[src/design/rsd_pkg.sv]
package rsd_pkg;
  // ----------------------------------------
  // Widths
  // ----------------------------------------
  localparam int ACC_W = 40;
  localparam int WORD_W = 16;
  localparam int SHAMT_W = 7;
  localparam int ADDR_W = 5;
  localparam int SHIFT_MAX = 16;
  localparam int ST_W = 4;
  // ----------------------------------------
  // Register offsets
  // ----------------------------------------
  localparam logic [4:0] OFS_CORE_CONFIG = 5'h00;
  localparam logic [4:0] OFS_INT_CTRL_ONE = 5'h04;
  localparam logic [4:0] OFS_INT_STATUS = 5'h08;
  localparam logic [4:0] OFS_INT_MASK = 5'h0C;
  localparam logic [4:0] OFS_LAST_RESULT = 5'h10;
  // ----------------------------------------
  // Core configuration fields and reset
  // ----------------------------------------
  localparam int CFG_FRAC_BIT = 0;
  localparam int CFG_RND_BIT = 1;
  localparam int CFG_ACCSAT_BIT = 4;
  localparam int CFG_DATA_WRITE_SATURATE_EN_BIT = 5;
  localparam int CFG_SATB_BIT = 6;
  localparam int CFG_SATA_BIT = 7;
  localparam logic [15:0] CFG_WR_MASK = 16'h00F3;
  localparam logic [15:0] CFG_RST = 16'h0020;
  // ----------------------------------------
  // Interrupt control one fields
  // ----------------------------------------
  localparam int INT1_OVA_BIT = 10;
  localparam int INT1_OVB_BIT = 9;
  localparam int INT1_COV_BIT = 8;
  localparam logic [15:0] INT1_WR_MASK = 16'h0700;
  localparam logic [15:0] INT1_RST = 16'h0000;
  // ----------------------------------------
  // Status bits
  // ----------------------------------------
  localparam int ST_RANGE = 0;
  localparam int ST_OVA = 1;
  localparam int ST_OVB = 2;
  localparam int ST_COV = 3;
  localparam logic [3:0] ST_RST = 4'h0;
  // ----------------------------------------
  // Rounding and saturation constants
  // ----------------------------------------
  localparam logic [15:0] LSW_HALF = 16'h8000;
  localparam logic [23:0] SAT_POS_24 = 24'h007FFF;
  localparam logic [23:0] SAT_NEG_24 = 24'hFF8000;
  localparam logic [15:0] WORD_MAX = 16'h7FFF;
  localparam logic [15:0] WORD_MIN = 16'h8000;
  localparam logic [39:0] ACC31_MAX = 40'h007FFFFFFF;
  localparam logic [39:0] ACC31_MIN = 40'hFF80000000;
  // ----------------------------------------
  // Operations
  // ----------------------------------------
  typedef enum logic [2:0] {
    OP_NONE, OP_STORE_ACC, OP_STORE_ACC_RND, OP_SHIFT_ACC,
    OP_ASR, OP_LSR, OP_SL, OP_MAC_WB
  } rsd_op_type;
endpackage : rsd_pkg

[src/design/rsd_datapath.sv]
// Function
// - The round-select bit 1 of core_config_reg picks conventional or convergent rounding.
// - Rounding gives a 24-bit guard-extended word for the saturation stage, else a truncated word is stored.
// - Conventional rounding adds zero-extended accumulator bit 15 to bits 16 to 39.
// - Convergent rounding at an exact half increments only when accumulator bit 16 is one.
// - Plain store writes a truncated and the rounded store a rounded accumulator word.
// - The multiply-accumulate write-back word is always rounded.
// - The shifter moves up to 16 bits right (arithmetic, or logical for the logical word shift) or left in one cycle.
// - A positive amount shifts right, a negative left, and zero leaves the operand alone.
// - The shifter is 40 bits wide, with 40-bit accumulator and 16-bit word results.
// - The shifter serves word shifts, accumulator stores with shift and accumulator shifts.
// - core_config_reg selects multiply type, rounding, per-accumulator and write saturation.
// - interrupt_control_one holds overflow trap enables at bits 10, 9 and 8.
// - An accumulator shift beyond 16 bits always raises the arithmetic trap.
// - Such a faulting shift completes but does not write the target accumulator; an adder load in that cycle still lands.
// - Write saturation clamps above 0x007FFF to 0x7FFF and below 0xFF8000 to 0x8000.
// - A saturated store scales, then rounds, then saturates, leaving the accumulator as is.
`timescale 1ns/1ps
module rsd_datapath (
  // Clock and reset
  input wire logic clk_sys,
  input wire logic sys_rst,
  // Register port
  input wire logic [4:0] reg_addr,
  input wire logic [15:0] reg_wdata,
  input wire logic reg_we,
  input wire logic reg_re,
  output logic [15:0] reg_rdata,
  // Instruction request
  input wire logic op_valid,
  input wire rsd_pkg::rsd_op_type op_code,
  input wire logic op_acc_sel,
  input wire logic [6:0] op_shift,
  input wire logic [15:0] op_operand,
  // Accumulator load from the DSP adder
  input wire logic acc_load,
  input wire logic acc_load_sel,
  input wire logic [39:0] acc_load_data,
  input wire logic cat_ovf_a,
  input wire logic cat_ovf_b,
  // Results
  output logic [15:0] res_word,
  output logic res_word_valid,
  output logic [39:0] acc_a_out,
  output logic [39:0] acc_b_out,
  output logic [15:0] wb_word,
  output logic wb_valid,
  output logic cfg_frac_mult,
  output logic arith_trap,
  output logic irq
);
  // ----------------------------------------
  // Datapath functions
  // ----------------------------------------
  // Signed barrel shift, magnitude capped at the hardware limit
  function automatic logic [39:0] shift40(input logic [39:0] v, input logic [6:0] amt,
                                          input logic arith);
    logic [6:0] mag;
    logic [39:0] r;
    mag = amt[6] ? 7'(~amt + 7'h01) : amt;
    if (mag > 7'(rsd_pkg::SHIFT_MAX)) begin
      mag = 7'(rsd_pkg::SHIFT_MAX);
    end
    if (amt[6]) begin
      r = v << mag;
    end else if (arith) begin
      r = 40'($signed(v) >>> mag);
    end else begin
      r = v >> mag;
    end
    return r;
  endfunction : shift40

  // Round the upper 24 bits; guard bits kept for saturation
  function automatic logic [23:0] round24(input logic [39:0] a, input logic conv);
    logic inc;
    inc = a[15];
    if (conv && a[15:0] == rsd_pkg::LSW_HALF && !a[16]) begin
      inc = 1'b0;
    end
    return a[39:16] + {23'h000000, inc};
  endfunction : round24

  // Clamp to a 1.15 word when write saturation is on
  function automatic logic [15:0] sat16(input logic [23:0] v, input logic en);
    logic [15:0] r;
    r = v[15:0];
    if (en && $signed(v) > $signed(rsd_pkg::SAT_POS_24)) begin
      r = rsd_pkg::WORD_MAX;
    end else if (en && $signed(v) < $signed(rsd_pkg::SAT_NEG_24)) begin
      r = rsd_pkg::WORD_MIN;
    end
    return r;
  endfunction : sat16

  // Accumulator saturation; only 31-bit mode can catch a shift overflow
  function automatic logic [39:0] sat_acc(input logic [39:0] v, input logic en,
                                          input logic mode39);
    logic [39:0] r;
    r = v;
    if (en && !mode39 && !(&v[39:31] || ~|v[39:31])) begin
      r = v[39] ? rsd_pkg::ACC31_MIN : rsd_pkg::ACC31_MAX;
    end
    return r;
  endfunction : sat_acc

  // Guard bits hold more than sign extension
  function automatic logic guard_ovf(input logic [39:0] v);
    return !(&v[39:31] || ~|v[39:31]);
  endfunction : guard_ovf

  // ----------------------------------------
  // State
  // ----------------------------------------
  logic [15:0] cfg_q, cfg_d;
  logic [15:0] int1_q, int1_d;
  logic [3:0] stat_q, stat_d;
  logic [3:0] mask_q, mask_d;
  logic [39:0] acc_q [2];
  logic [39:0] acc_d [2];
  logic [15:0] res_q, res_d;
  logic res_v_q, res_v_d;
  logic [15:0] wb_q, wb_d;
  logic wb_v_q, wb_v_d;
  logic trap_q, trap_d;
  logic [15:0] rdata_q, rdata_d;
  logic [39:0] tgt;
  logic [39:0] scaled;
  logic [39:0] word_in;
  logic [3:0] ev;
  logic range_bad;
  logic conv;
  logic data_write_saturate_en;
  logic [15:0] tgt_hi, tgt_hi_inc, oth_hi_inc;
  logic opnd_sign;

  // Target accumulator and shared shifter input
  assign tgt = acc_q[op_acc_sel];
  assign conv = cfg_q[rsd_pkg::CFG_RND_BIT];
  assign data_write_saturate_en = cfg_q[rsd_pkg::CFG_DATA_WRITE_SATURATE_EN_BIT];
  assign range_bad = $signed(op_shift) > $signed(7'(rsd_pkg::SHIFT_MAX)) ||
                     $signed(op_shift) < -$signed(7'(rsd_pkg::SHIFT_MAX));

  // ----------------------------------------
  // Next-state logic
  // ----------------------------------------
  always_comb begin
    cfg_d = cfg_q;
    int1_d = int1_q;
    mask_d = mask_q;
    acc_d = acc_q;
    res_d = res_q;
    res_v_d = 1'b0;
    wb_d = wb_q;
    wb_v_d = 1'b0;
    ev = '0;
    rdata_d = '0;
    word_in = '0;
    scaled = '0;
    // Load from the adder; an in-range shift to the same accumulator overrides below
    if (acc_load) begin
      acc_d[acc_load_sel] = acc_load_data;
      ev[rsd_pkg::ST_OVA] = !acc_load_sel && guard_ovf(acc_load_data)
                            && int1_q[rsd_pkg::INT1_OVA_BIT];
      ev[rsd_pkg::ST_OVB] = acc_load_sel && guard_ovf(acc_load_data)
                            && int1_q[rsd_pkg::INT1_OVB_BIT];
    end
    // Catastrophic overflow only traps while that accumulator is unsaturated
    ev[rsd_pkg::ST_COV] = int1_q[rsd_pkg::INT1_COV_BIT] &&
      ((cat_ovf_a && !cfg_q[rsd_pkg::CFG_SATA_BIT]) ||
       (cat_ovf_b && !cfg_q[rsd_pkg::CFG_SATB_BIT]));
    if (op_valid) begin
      case (op_code)
        rsd_pkg::OP_STORE_ACC: begin
          scaled = shift40(tgt, op_shift, 1'b1);
          res_d = sat16(scaled[39:16], data_write_saturate_en);
          res_v_d = 1'b1;
        end
        rsd_pkg::OP_STORE_ACC_RND: begin
          scaled = shift40(tgt, op_shift, 1'b1);
          res_d = sat16(round24(scaled, conv), data_write_saturate_en);
          res_v_d = 1'b1;
        end
        rsd_pkg::OP_SHIFT_ACC: begin
          scaled = shift40(tgt, op_shift, 1'b1);
          ev[rsd_pkg::ST_RANGE] = range_bad;
          if (!range_bad) begin
            acc_d[op_acc_sel] = sat_acc(scaled,
              op_acc_sel ? cfg_q[rsd_pkg::CFG_SATB_BIT] : cfg_q[rsd_pkg::CFG_SATA_BIT],
              cfg_q[rsd_pkg::CFG_ACCSAT_BIT]);
          end
        end
        rsd_pkg::OP_ASR, rsd_pkg::OP_LSR, rsd_pkg::OP_SL: begin
          // Word operand sits low; sign fill only for the arithmetic form
          word_in = (op_code == rsd_pkg::OP_ASR) ?
                    {{24{op_operand[15]}}, op_operand} : {24'h000000, op_operand};
          scaled = shift40(word_in, op_code == rsd_pkg::OP_SL ?
                           7'(~op_shift + 7'h01) : op_shift,
                           op_code == rsd_pkg::OP_ASR);
          res_d = scaled[15:0];
          res_v_d = 1'b1;
        end
        rsd_pkg::OP_MAC_WB: begin
          // Other accumulator, rounded whatever the instruction asks
          wb_d = sat16(round24(acc_q[!op_acc_sel], conv), data_write_saturate_en);
          wb_v_d = 1'b1;
        end
        default: begin
        end
      endcase
    end
    // Register writes
    if (reg_we) begin
      if (reg_addr == rsd_pkg::OFS_CORE_CONFIG) begin
        cfg_d = reg_wdata & rsd_pkg::CFG_WR_MASK;
      end else if (reg_addr == rsd_pkg::OFS_INT_CTRL_ONE) begin
        int1_d = reg_wdata & rsd_pkg::INT1_WR_MASK;
      end else if (reg_addr == rsd_pkg::OFS_INT_MASK) begin
        mask_d = reg_wdata[3:0];
      end
    end
    // Register reads; unmapped offsets read zero
    if (reg_re) begin
      if (reg_addr == rsd_pkg::OFS_CORE_CONFIG) begin
        rdata_d = cfg_q;
      end else if (reg_addr == rsd_pkg::OFS_INT_CTRL_ONE) begin
        rdata_d = int1_q;
      end else if (reg_addr == rsd_pkg::OFS_INT_STATUS) begin
        rdata_d = {12'h000, stat_q};
      end else if (reg_addr == rsd_pkg::OFS_INT_MASK) begin
        rdata_d = {12'h000, mask_q};
      end else if (reg_addr == rsd_pkg::OFS_LAST_RESULT) begin
        rdata_d = res_q;
      end
    end
    // Read clears, but a new event in the same cycle survives
    stat_d = ((reg_re && reg_addr == rsd_pkg::OFS_INT_STATUS) ? 4'h0 : stat_q) | ev;
    trap_d = |ev;
  end

  // ----------------------------------------
  // Registers
  // ----------------------------------------
  always_ff @(posedge clk_sys or posedge sys_rst) begin
    if (sys_rst) begin
      cfg_q <= rsd_pkg::CFG_RST;
      int1_q <= rsd_pkg::INT1_RST;
      stat_q <= rsd_pkg::ST_RST;
      mask_q <= 4'h0;
      acc_q[0] <= 40'h0000000000;
      acc_q[1] <= 40'h0000000000;
      res_q <= 16'h0000;
      res_v_q <= 1'b0;
      wb_q <= 16'h0000;
      wb_v_q <= 1'b0;
      trap_q <= 1'b0;
      rdata_q <= 16'h0000;
    end else begin
      cfg_q <= cfg_d;
      int1_q <= int1_d;
      stat_q <= stat_d;
      mask_q <= mask_d;
      acc_q <= acc_d;
      res_q <= res_d;
      res_v_q <= res_v_d;
      wb_q <= wb_d;
      wb_v_q <= wb_v_d;
      trap_q <= trap_d;
      rdata_q <= rdata_d;
    end
  end

  // Outputs
  assign reg_rdata = rdata_q;
  assign res_word = res_q;
  assign res_word_valid = res_v_q;
  assign wb_word = wb_q;
  assign wb_valid = wb_v_q;
  assign acc_a_out = acc_q[0];
  assign acc_b_out = acc_q[1];
  assign cfg_frac_mult = cfg_q[rsd_pkg::CFG_FRAC_BIT];
  assign arith_trap = trap_q;
  assign irq = |(stat_q & mask_q);

  // ----------------------------------------
  // Assertions
  // ----------------------------------------
  // Whole-signal views, so that each $past sees a plain signal
  assign tgt_hi = tgt[31:16];
  assign tgt_hi_inc = tgt[31:16] + {15'h0000, tgt[15]};
  assign oth_hi_inc = acc_q[!op_acc_sel][31:16] + {15'h0000, acc_q[!op_acc_sel][15]};
  assign opnd_sign = op_operand[15];
  round_conv_a: assert property (@(posedge clk_sys) disable iff (sys_rst)
    op_valid && op_code == rsd_pkg::OP_STORE_ACC_RND && op_shift == 7'h00 && !conv
    && !data_write_saturate_en |=> res_word == $past(tgt_hi_inc))
    else $error("conventional round wrong");
  round_even_a: assert property (@(posedge clk_sys) disable iff (sys_rst)
    op_valid && op_code == rsd_pkg::OP_STORE_ACC_RND && op_shift == 7'h00 && conv
    && tgt[15:0] == rsd_pkg::LSW_HALF && !tgt[16] && !data_write_saturate_en
    |=> res_word == $past(tgt_hi))
    else $error("convergent half not held");
  store_trunc_a: assert property (@(posedge clk_sys) disable iff (sys_rst)
    op_valid && op_code == rsd_pkg::OP_STORE_ACC && op_shift == 7'h00 && !data_write_saturate_en
    |=> res_word_valid && res_word == $past(tgt_hi))
    else $error("truncated store wrong");
  sat_pos_a: assert property (@(posedge clk_sys) disable iff (sys_rst)
    op_valid && op_code == rsd_pkg::OP_STORE_ACC && op_shift == 7'h00 && data_write_saturate_en
    && !tgt[39] && tgt[39:31] != 9'h000 |=> res_word == rsd_pkg::WORD_MAX)
    else $error("positive clamp missing");
  wb_round_a: assert property (@(posedge clk_sys) disable iff (sys_rst)
    op_valid && op_code == rsd_pkg::OP_MAC_WB && !conv && !data_write_saturate_en
    |=> wb_valid && wb_word == $past(oth_hi_inc))
    else $error("write-back not rounded");
  range_trap_a: assert property (@(posedge clk_sys) disable iff (sys_rst)
    op_valid && op_code == rsd_pkg::OP_SHIFT_ACC && range_bad
    |=> arith_trap && stat_q[rsd_pkg::ST_RANGE])
    else $error("range trap not raised");
  range_keep_a: assert property (@(posedge clk_sys) disable iff (sys_rst)
    op_valid && op_code == rsd_pkg::OP_SHIFT_ACC && range_bad && !acc_load && !op_acc_sel
    |=> $stable(acc_a_out))
    else $error("faulting shift changed accumulator");
  asr_sign_a: assert property (@(posedge clk_sys) disable iff (sys_rst)
    op_valid && op_code == rsd_pkg::OP_ASR && op_shift == 7'h10
    |=> res_word == {16{$past(opnd_sign)}})
    else $error("arithmetic shift fill wrong");
  zero_shift_a: assert property (@(posedge clk_sys) disable iff (sys_rst)
    op_valid && op_code == rsd_pkg::OP_LSR && op_shift == 7'h00
    |=> res_word == $past(op_operand))
    else $error("zero shift changed operand");
  ova_trap_a: assert property (@(posedge clk_sys) disable iff (sys_rst)
    acc_load && !acc_load_sel && guard_ovf(acc_load_data) && int1_q[rsd_pkg::INT1_OVA_BIT]
    |=> arith_trap ##1 stat_q[rsd_pkg::ST_OVA] || $past(reg_re))
    else $error("overflow trap missing");
endmodule : rsd_datapath

[config.mk]
export PLATFORM = sky130hd
export DESIGN_NAME = rsd_datapath
export DESIGN_NICKNAME = d
export VERILOG_FILES = /design/src/design/rsd_pkg.sv /design/src/design/rsd_datapath.sv
export SDC_FILE = /design/constraint.sdc
export NUM_CORES = 1
export LEC_CHECK = 0
export ABC_CLOCK_PERIOD_IN_PS = 6450
export BUFFER_PORTS_ARGS = -buffer_cell sky130_fd_sc_hd__clkbuf_2
export CORE_MARGIN = 2
export CORE_UTILIZATION = 45
export CTS_BUF_LIST = sky130_fd_sc_hd__clkbuf_8
export DETAILED_ROUTE_END_ITERATION = 10
export GPL_TIMING_DRIVEN = 0
export PLACE_DENSITY_LB_ADDON = 0.12
export SETUP_SLACK_MARGIN = 0.2
export SLEW_MARGIN = 10
export SYNTH_ARGS = -nofsm -noshare
export SYNTH_HDL_FRONTEND = slang
export SYNTH_SLANG_ARGS = --single-unit
[constraint.sdc]
create_clock -name clk_sys -period 6.45 [get_ports clk_sys]
set_input_delay 0.3225 -clock clk_sys [delete_from_list [all_inputs] [get_ports clk_sys]]
set_output_delay 0.3225 -clock clk_sys [all_outputs]
set_load 0.005 [all_outputs]
==> results of run 1 <==
[through the flow]
stage	worst slack, ps	setup TNS (ps)	area [sq um]
after floorplan	212	0	15800
after global placement	-2480	-161400	17400
after detailed placement	-2250	-158720	17500
after CTS	203	0	18400
after global routing	80.3	0	19000
final	289	0	19000
[path summary, 6_finish.rpt]
check	endpoint	slack [ps]	depth (start not counted)
worst min register to register	wb_word[3]	520	1
max in group asynchronous	acc_a_out[17]	5240	4
worst max-delay path	res_word[0]	290	24
worst max register to register	acc_b_out[10]	1510	11
worst min-delay path	cfg_q[5]	70	2
min in group asynchronous	acc_b_out[33]	400	3
[area by class of cell]
class,instances,area [sq um]
buffer,148,738
clock buffer,17,234
clock inverter,15,146
fill,3285,15600
inverter,19,86.3
multi-input combinational,1589,11800
sequential,148,3700
tap,455,569
timing repair buffer,284,1690
[registers in the layout (all words and copies together) (netlist names), 3 cells and up]
name / count
acc_a_out: 40
int1_q: 3
mask_q: 4
res_word: 16
reg_rdata: 16
cfg_q: 6
acc_b_out: 40
wb_word: 16
stat_q: 4
[cell usage in the layout (no fill, tap or decap), types with 16 or more instances in the layout]
| cell type | n |
|---|---|
| clkbuf_2 | 228 |
| nor2_1 | 197 |
| nand2_1 | 171 |
| a21oi_1 | 171 |
| mux2i_1 | 148 |
| dfrtp_1 | 147 |
| o21ai_0 | 139 |
| clkbuf_1 | 87 |
| mux2_2 | 70 |
| mux4_2 | 69 |
| buf_4 | 63 |
| nor3_1 | 52 |
| o22ai_1 | 47 |
| a211oi_1 | 46 |
| nor2b_1 | 42 |
| xnor2_1 | 33 |
| nand3_1 | 28 |
| buf_2 | 23 |
| a22oi_1 | 23 |
| xor2_1 | 22 |
| a31oi_1 | 22 |
| o211ai_1 | 19 |
| clkbuf_8 | 17 |
| inv_1 | 16 |
[kinds of logic (layout without fill, tap and decap cells)]
logic type / count (synthesis) / count (layout) / share of synthesized area, %
buffers and inverters: 168 / 483 / 4.54
DFF: 148 / 148 / 23.5
adders and majority gates: 5 / 5 / 0.397
and+or+nand+nor: 624 / 624 / 18.8
muxes: 297 / 297 / 25.1
xor gates and xnor gates: 55 / 55 / 3.06
AOI/OAI and AO/OA: 608 / 608 / 24.6
[synth_stat cells, types with 13 or more instances]
| library cell | number |
|---|---|
| nor4_1 | 18 |
| nor3_1 | 58 |
| nor2b_1 | 43 |
| mux2i_1 | 155 |
| o221ai_1 | 13 |
| inv_1 | 17 |
| nand3_1 | 32 |
| nand2_1 | 173 |
| o22ai_1 | 50 |
| dfrtp_1 | 147 |
| mux2_2 | 71 |
| clkbuf_1 | 101 |
| a22oi_1 | 24 |
| xnor2_1 | 33 |
| buf_1 | 13 |
| a21oi_1 | 176 |
| buf_2 | 26 |
| o21ai_0 | 142 |
| xor2_1 | 22 |
| mux4_2 | 68 |
| a31oi_1 | 24 |
| nor2_1 | 205 |
| o211ai_1 | 19 |
| and2_1 | 14 |
| a211oi_1 | 50 |
[worst max-delay path: cells and delay by family]
kind / cells / cell delay [ps]
adder cells (fa/ha/maj): 2 / 400
buffers and inverters: 8 / 2210
AND/OR/NAND/NOR: 6 / 1240
multiplexers: 2 / 490
AO/OA/AOI/OAI: 6 / 1880
[power breakdown]
group | internal [uW] | total [uW] | leakage (uW) | switching, uW
Combinational | 976 | 2600 | 0.00593 | 1620
Clock | 315 | 733 | 0.000193 | 418
Sequential | 1090 | 1360 | 0.00181 | 270
[per-layer routing]
layer  vias up  GRT usage, %  wire length (um)  part of all wire [%]
li1       7854             -                 -                     -
met1      9134          58.7             31400                    39
met3       299          14.7             11100                    14
met2      1563          60.5             32600                    41
met5         -         0.275                 0                     0
met4         0          21.5              4960                   6.2
[timing repair]
| item | 4_1_cts | 5_1_grt |
|---|---|---|
| gates resized for setup | 71 | 62 |
| hold buffers | 1 | 0 |
| setup endpoints to repair | 96 | 76 |
| setup buffers | 34 | 28 |
| hold endpoints to repair | 56 | 0 |
| gates cloned | 0 | 2 |
| pin swaps | 18 | 21 |
==> impl_metrics.json, run 1 <==
{
  "num_rows": 68,
  "drive_gt1_share_pct": 27.3,
  "critPathKind": "in2reg",
  "viasPerCell": 7.05,
  "placed_cells": 2579,
  "hold_path.class": "in2reg",
  "synth-async-reset-ratio_pct": 100,
  "hold_violations": 0,
  "synth_ff_type": "dfrtp_1",
  "globalplace.congestion": 1.03,
  "syn2layout_area_growth_pct": 20.3,
  "synth_top_area_share_pct": 23.3,
  "timing.hold.ws_ps": 72.3,
  "synth_cells": 1905,
  "synth_area_leaders": "dfrtp_1, mux2i_1, mux4_2",
  "routedWlPerCell_um": 29.9,
  "dr_total_vias": 18850,
  "cts_buffer_depth": 2,
  "cp.arrival_ps": 6550,
  "die_area_sq_um": 36500,
  "start_util_pct": 45.6,
  "die_h_um": 191,
  "yosysWarnings": 0,
  "synth_edf_count": 0,
  "cts_root_buffer": "clkbuf_8",
  "synth_top_area_cell": "dfrtp_1",
  "p_leak_uw": 0.00794,
  "min_period_ps": 6160,
  "slew_headroom_pct": -3.51,
  "drv_cap": 1,
  "dp_hpwl_mm": 60.9,
  "drt_iter0_drc": 2723,
  "grt_overflow": 0,
  "grt_pass1_vias": 17697,
  "core_area_sq_um": 34500,
  "yosysSeqAreaShare_pct": 23.5,
  "postRouteAntennaNets": 0,
  "outcome": "complete, but fails checks",
  "final_util_pct": 54.9,
  "antenna_found_initial": 0,
  "setup_viol": 0,
  "r2r-start": "acc_b_out[22]",
  "ys_ff_latch": 148,
  "grt_util_all_layers_pct": 43.1,
  "required_ps": 6840,
  "cpPeakStageDelay_ps": 660,
  "ir_drop_mv": 0.231,
  "critPathMaxFanout": 10,
  "min-delay-start": "reg_wdata[5]",
  "clock-sinks": 148,
  "wl_mm": 80.1,
  "drc": 0,
  "h-tree-depth": 4,
  "fmax_mhz": 162,
  "crit_chain": "clkbuf_2 > buf_12 > inv_8 > ha_1 > buf_6 > or3b_4 > nor3_2 > ha_2 > and3b_2 > mux2_4 > o21ai_4 > buf_2 > buf_2 > clkbuf_1 > buf_1 > mux2i_1 > o31ai_1 > a21oi_1 > o21ai_0 > nor2_1 > nor4b_2 > a211oi_1 > nand3_1 > a31oi_1",
  "period_share_pct": 95.5,
  "rsz0062_at_grt": "yes",
  "startpoint_type": "input port",
  "grt_pass1_wl_mm": 117,
  "die_w_um": 191,
  "violations": "max-capacitance violations, max-slew violations",
  "synth_cell_types": 91,
  "finalPower_uw": 4690,
  "cts_tree": "done",
  "drt_pass1_iterations": 6,
  "slowest_stage": "o21ai_0",
  "synth_nets": 2007,
  "ios": 230,
  "path_common_cell": "buf_2",
  "grt_max_degree": 92,
  "clk_pin_slew_ps": 100,
  "cts_buffers": 17,
  "syn_area_sq_um": 15800,
  "io_buffers": 217,
  "startpoint": "op_shift[0]",
  "powerDensity_nw_per_um2": 247,
  "avgSynthCellArea_sq_um": 8.28,
  "final_cell_count_no_fill": 2675,
  "tightest_slew_ps": 1510,
  "skew_ps": 11.7,
  "nets": 2309,
  "finalMaxSlewViolations": 8,
  "num_antenna_cells": 0,
  "insertion_delay_ps": 480,
  "endpoint_kind": "flip-flop"
}
(Power assumes the default switching activity.)
==> inputs of run 2 (changes only) <==
--- a/config.mk
+++ b/config.mk
@@ -6,11 +6,11 @@
 export NUM_CORES = 1
 export LEC_CHECK = 0
 export ABC_CLOCK_PERIOD_IN_PS = 6450
-export BUFFER_PORTS_ARGS = -buffer_cell sky130_fd_sc_hd__clkbuf_2
 export CORE_MARGIN = 2
 export CORE_UTILIZATION = 45
 export CTS_BUF_LIST = sky130_fd_sc_hd__clkbuf_8
 export DETAILED_ROUTE_END_ITERATION = 10
+export DONT_BUFFER_PORTS = 1
 export GPL_TIMING_DRIVEN = 0
 export PLACE_DENSITY_LB_ADDON = 0.12
 export SETUP_SLACK_MARGIN = 0.2
==> impl_metrics.json, run 2 (synthesis results as in run 1) <==
{
  "cts_root_buffer": "clkbuf_8",
  "startpoint_type": "input port",
  "final_area_sq_um": 17900,
  "p_leak_uw": 0.00704,
  "clk_pin_slew_ps": 100,
  "dr_total_vias": 17752,
  "mostFrequentLayoutCell": "nor2_1",
  "critPathMaxFanout": 10,
  "hold_path.class": "in2reg",
  "io_buffers": 0,
  "grt_max_degree": 90,
  "grt_overflow": 0,
  "ios": 230,
  "core_area_sq_um": 34500,
  "slew_headroom_pct": 21.1,
  "setup_ws_ps": 286,
  "wl_mm": 78.3,
  "timing.hold.ws_ps": 12.1,
  "die_h_um": 191,
  "insertion_delay_ps": 490,
  "finalPower_uw": 4560,
  "dp_hpwl_mm": 59.5,
  "place_area_sq_um": 16400,
  "start_util_pct": 45.6,
  "num_antenna_cells": 0,
  "pre_cts_ws_ps": -2050,
  "globalplace.congestion": 1.04,
  "drt_iter0_drc": 2651,
  "cts_tree": "done",
  "critPathKind": "in2reg",
  "cts_buffer_depth": 2,
  "setup_viol": 0,
  "die_area_sq_um": 36500,
  "endpoint_kind": "flip-flop",
  "ir_drop_mv": 0.220,
  "viasPerCell": 7.18,
  "drc": 0,
  "die_w_um": 191,
  "placed_cells": 2363,
  "routedWlPerCell_um": 31.7,
  "clock-sinks": 148,
  "h-tree-depth": 4,
  "hold_violations": 0,
  "num_rows": 68,
  "grt_pass1_vias": 16817,
  "grt_util_all_layers_pct": 42.3,
  "postRouteAntennaNets": 0,
  "drive_gt1_share_pct": 18.6,
  "final_cell_mix": "nor2_1, nand2_1, a21oi_1",
  "antenna_found_initial": 1,
  "final_cell_count_no_fill": 2472,
  "cpPeakStageDelay_ps": 570,
  "drt_pass1_iterations": 7,
  "syn2layout_area_growth_pct": 13.5,
  "period_share_pct": 95.6,
  "cp.arrival_ps": 6560,
  "finalMaxSlewViolations": 0,
  "drv_cap": 0,
  "powerDensity_nw_per_um2": 255,
  "skew_ps": 17.8,
  "outcome": "complete, no violations",
  "min_period_ps": 6160,
  "cts_buffers": 17,
  "fmax_mhz": 162,
  "grt_pass1_wl_mm": 114,
  "path_common_cell": "buf_6",
  "nets": 2106,
  "rsz0062_at_grt": "no",
  "required_ps": 6850,
  "tightest_slew_ps": 1180,
  "slowest_stage": "a211oi_4"
}
run 2: changes by cell type in the layout (fill, tap and decap cells not counted), moves of 3 or more:
cell and change:
dlygate4sd3_1 +13, nor2_2 -4, buf_12 -4, clkbuf_1 +3
nor2_1 +4, clkbuf_2 -218
run 2: layer usage:
metal	track usage (%)	up-vias	wire length, um
met2	60.4	1423	32400
met4	18.4	0	3780
met1	57.6	8631	31100
li1	-	7457	-
met3	14.8	241	11000
met5	0	-	0
run 2: what timing repair did:
item,CTS,global route
gates resized for setup,54,46
hold buffers,14,0
setup buffers,31,32
pin swaps,12,20
gates cloned,0,1
hold endpoints to repair,73,0
endpoints found under the setup margin,94,76
run 2: critical path: cells and delay by family:
kind / cells / cell delay, ps
multiplexers: 3 / 580
AO/OA/AOI/OAI: 7 / 2010
AND/OR/NAND/NOR: 9 / 1910
adder cells (fa/ha/maj): 3 / 560
XOR/XNOR: 1 / 120
buffers and inverters: 7 / 1050
run 2: worst paths after layout:
kind	endpoint	slack [ps]	cells past startpoint	from
setup reg to reg	wb_word[3]	1430	16	acc_b_out[16]
setup / recovery	res_word[3]	290	30	op_shift[1]
max in group asynchronous	acc_a_out[23]	5330	3	sys_rst
hold / removal	acc_a_out[16]	10	2	acc_load_data[16]
min in group asynchronous	wb_word[13]	360	2	sys_rst
hold reg to reg	stat_q[2]	510	2	stat_q[2]
run 2: through the flow:
step	utilization, %	setup TNS (ps)
after detailed placement	47.5	-126970
after global routing	51.8	0
final	51.8	0
after floorplan	-	0
after global placement	47.3	-130070
after CTS	50.5	0
run 2: cell type report:
| class | instances | area, sq um |
|---|---|---|
| Buffer | 148 | 721 |
| Clock buffer | 18 | 248 |
| Clock inverter | 14 | 176 |
| Fill cell | 3368 | 16700 |
| Inverter | 19 | 81.3 |
| Multi-Input combinational cell | 1589 | 11700 |
| Sequential cell | 148 | 3700 |
| Tap cell | 455 | 569 |
| Timing Repair Buffer | 81 | 688 |
run 2: report_power, final:
group          switching [uW]  total, uW  internal [uW]
logic                    1490       2360            863
registers                 313       1400           1090
clock network             407        806            398
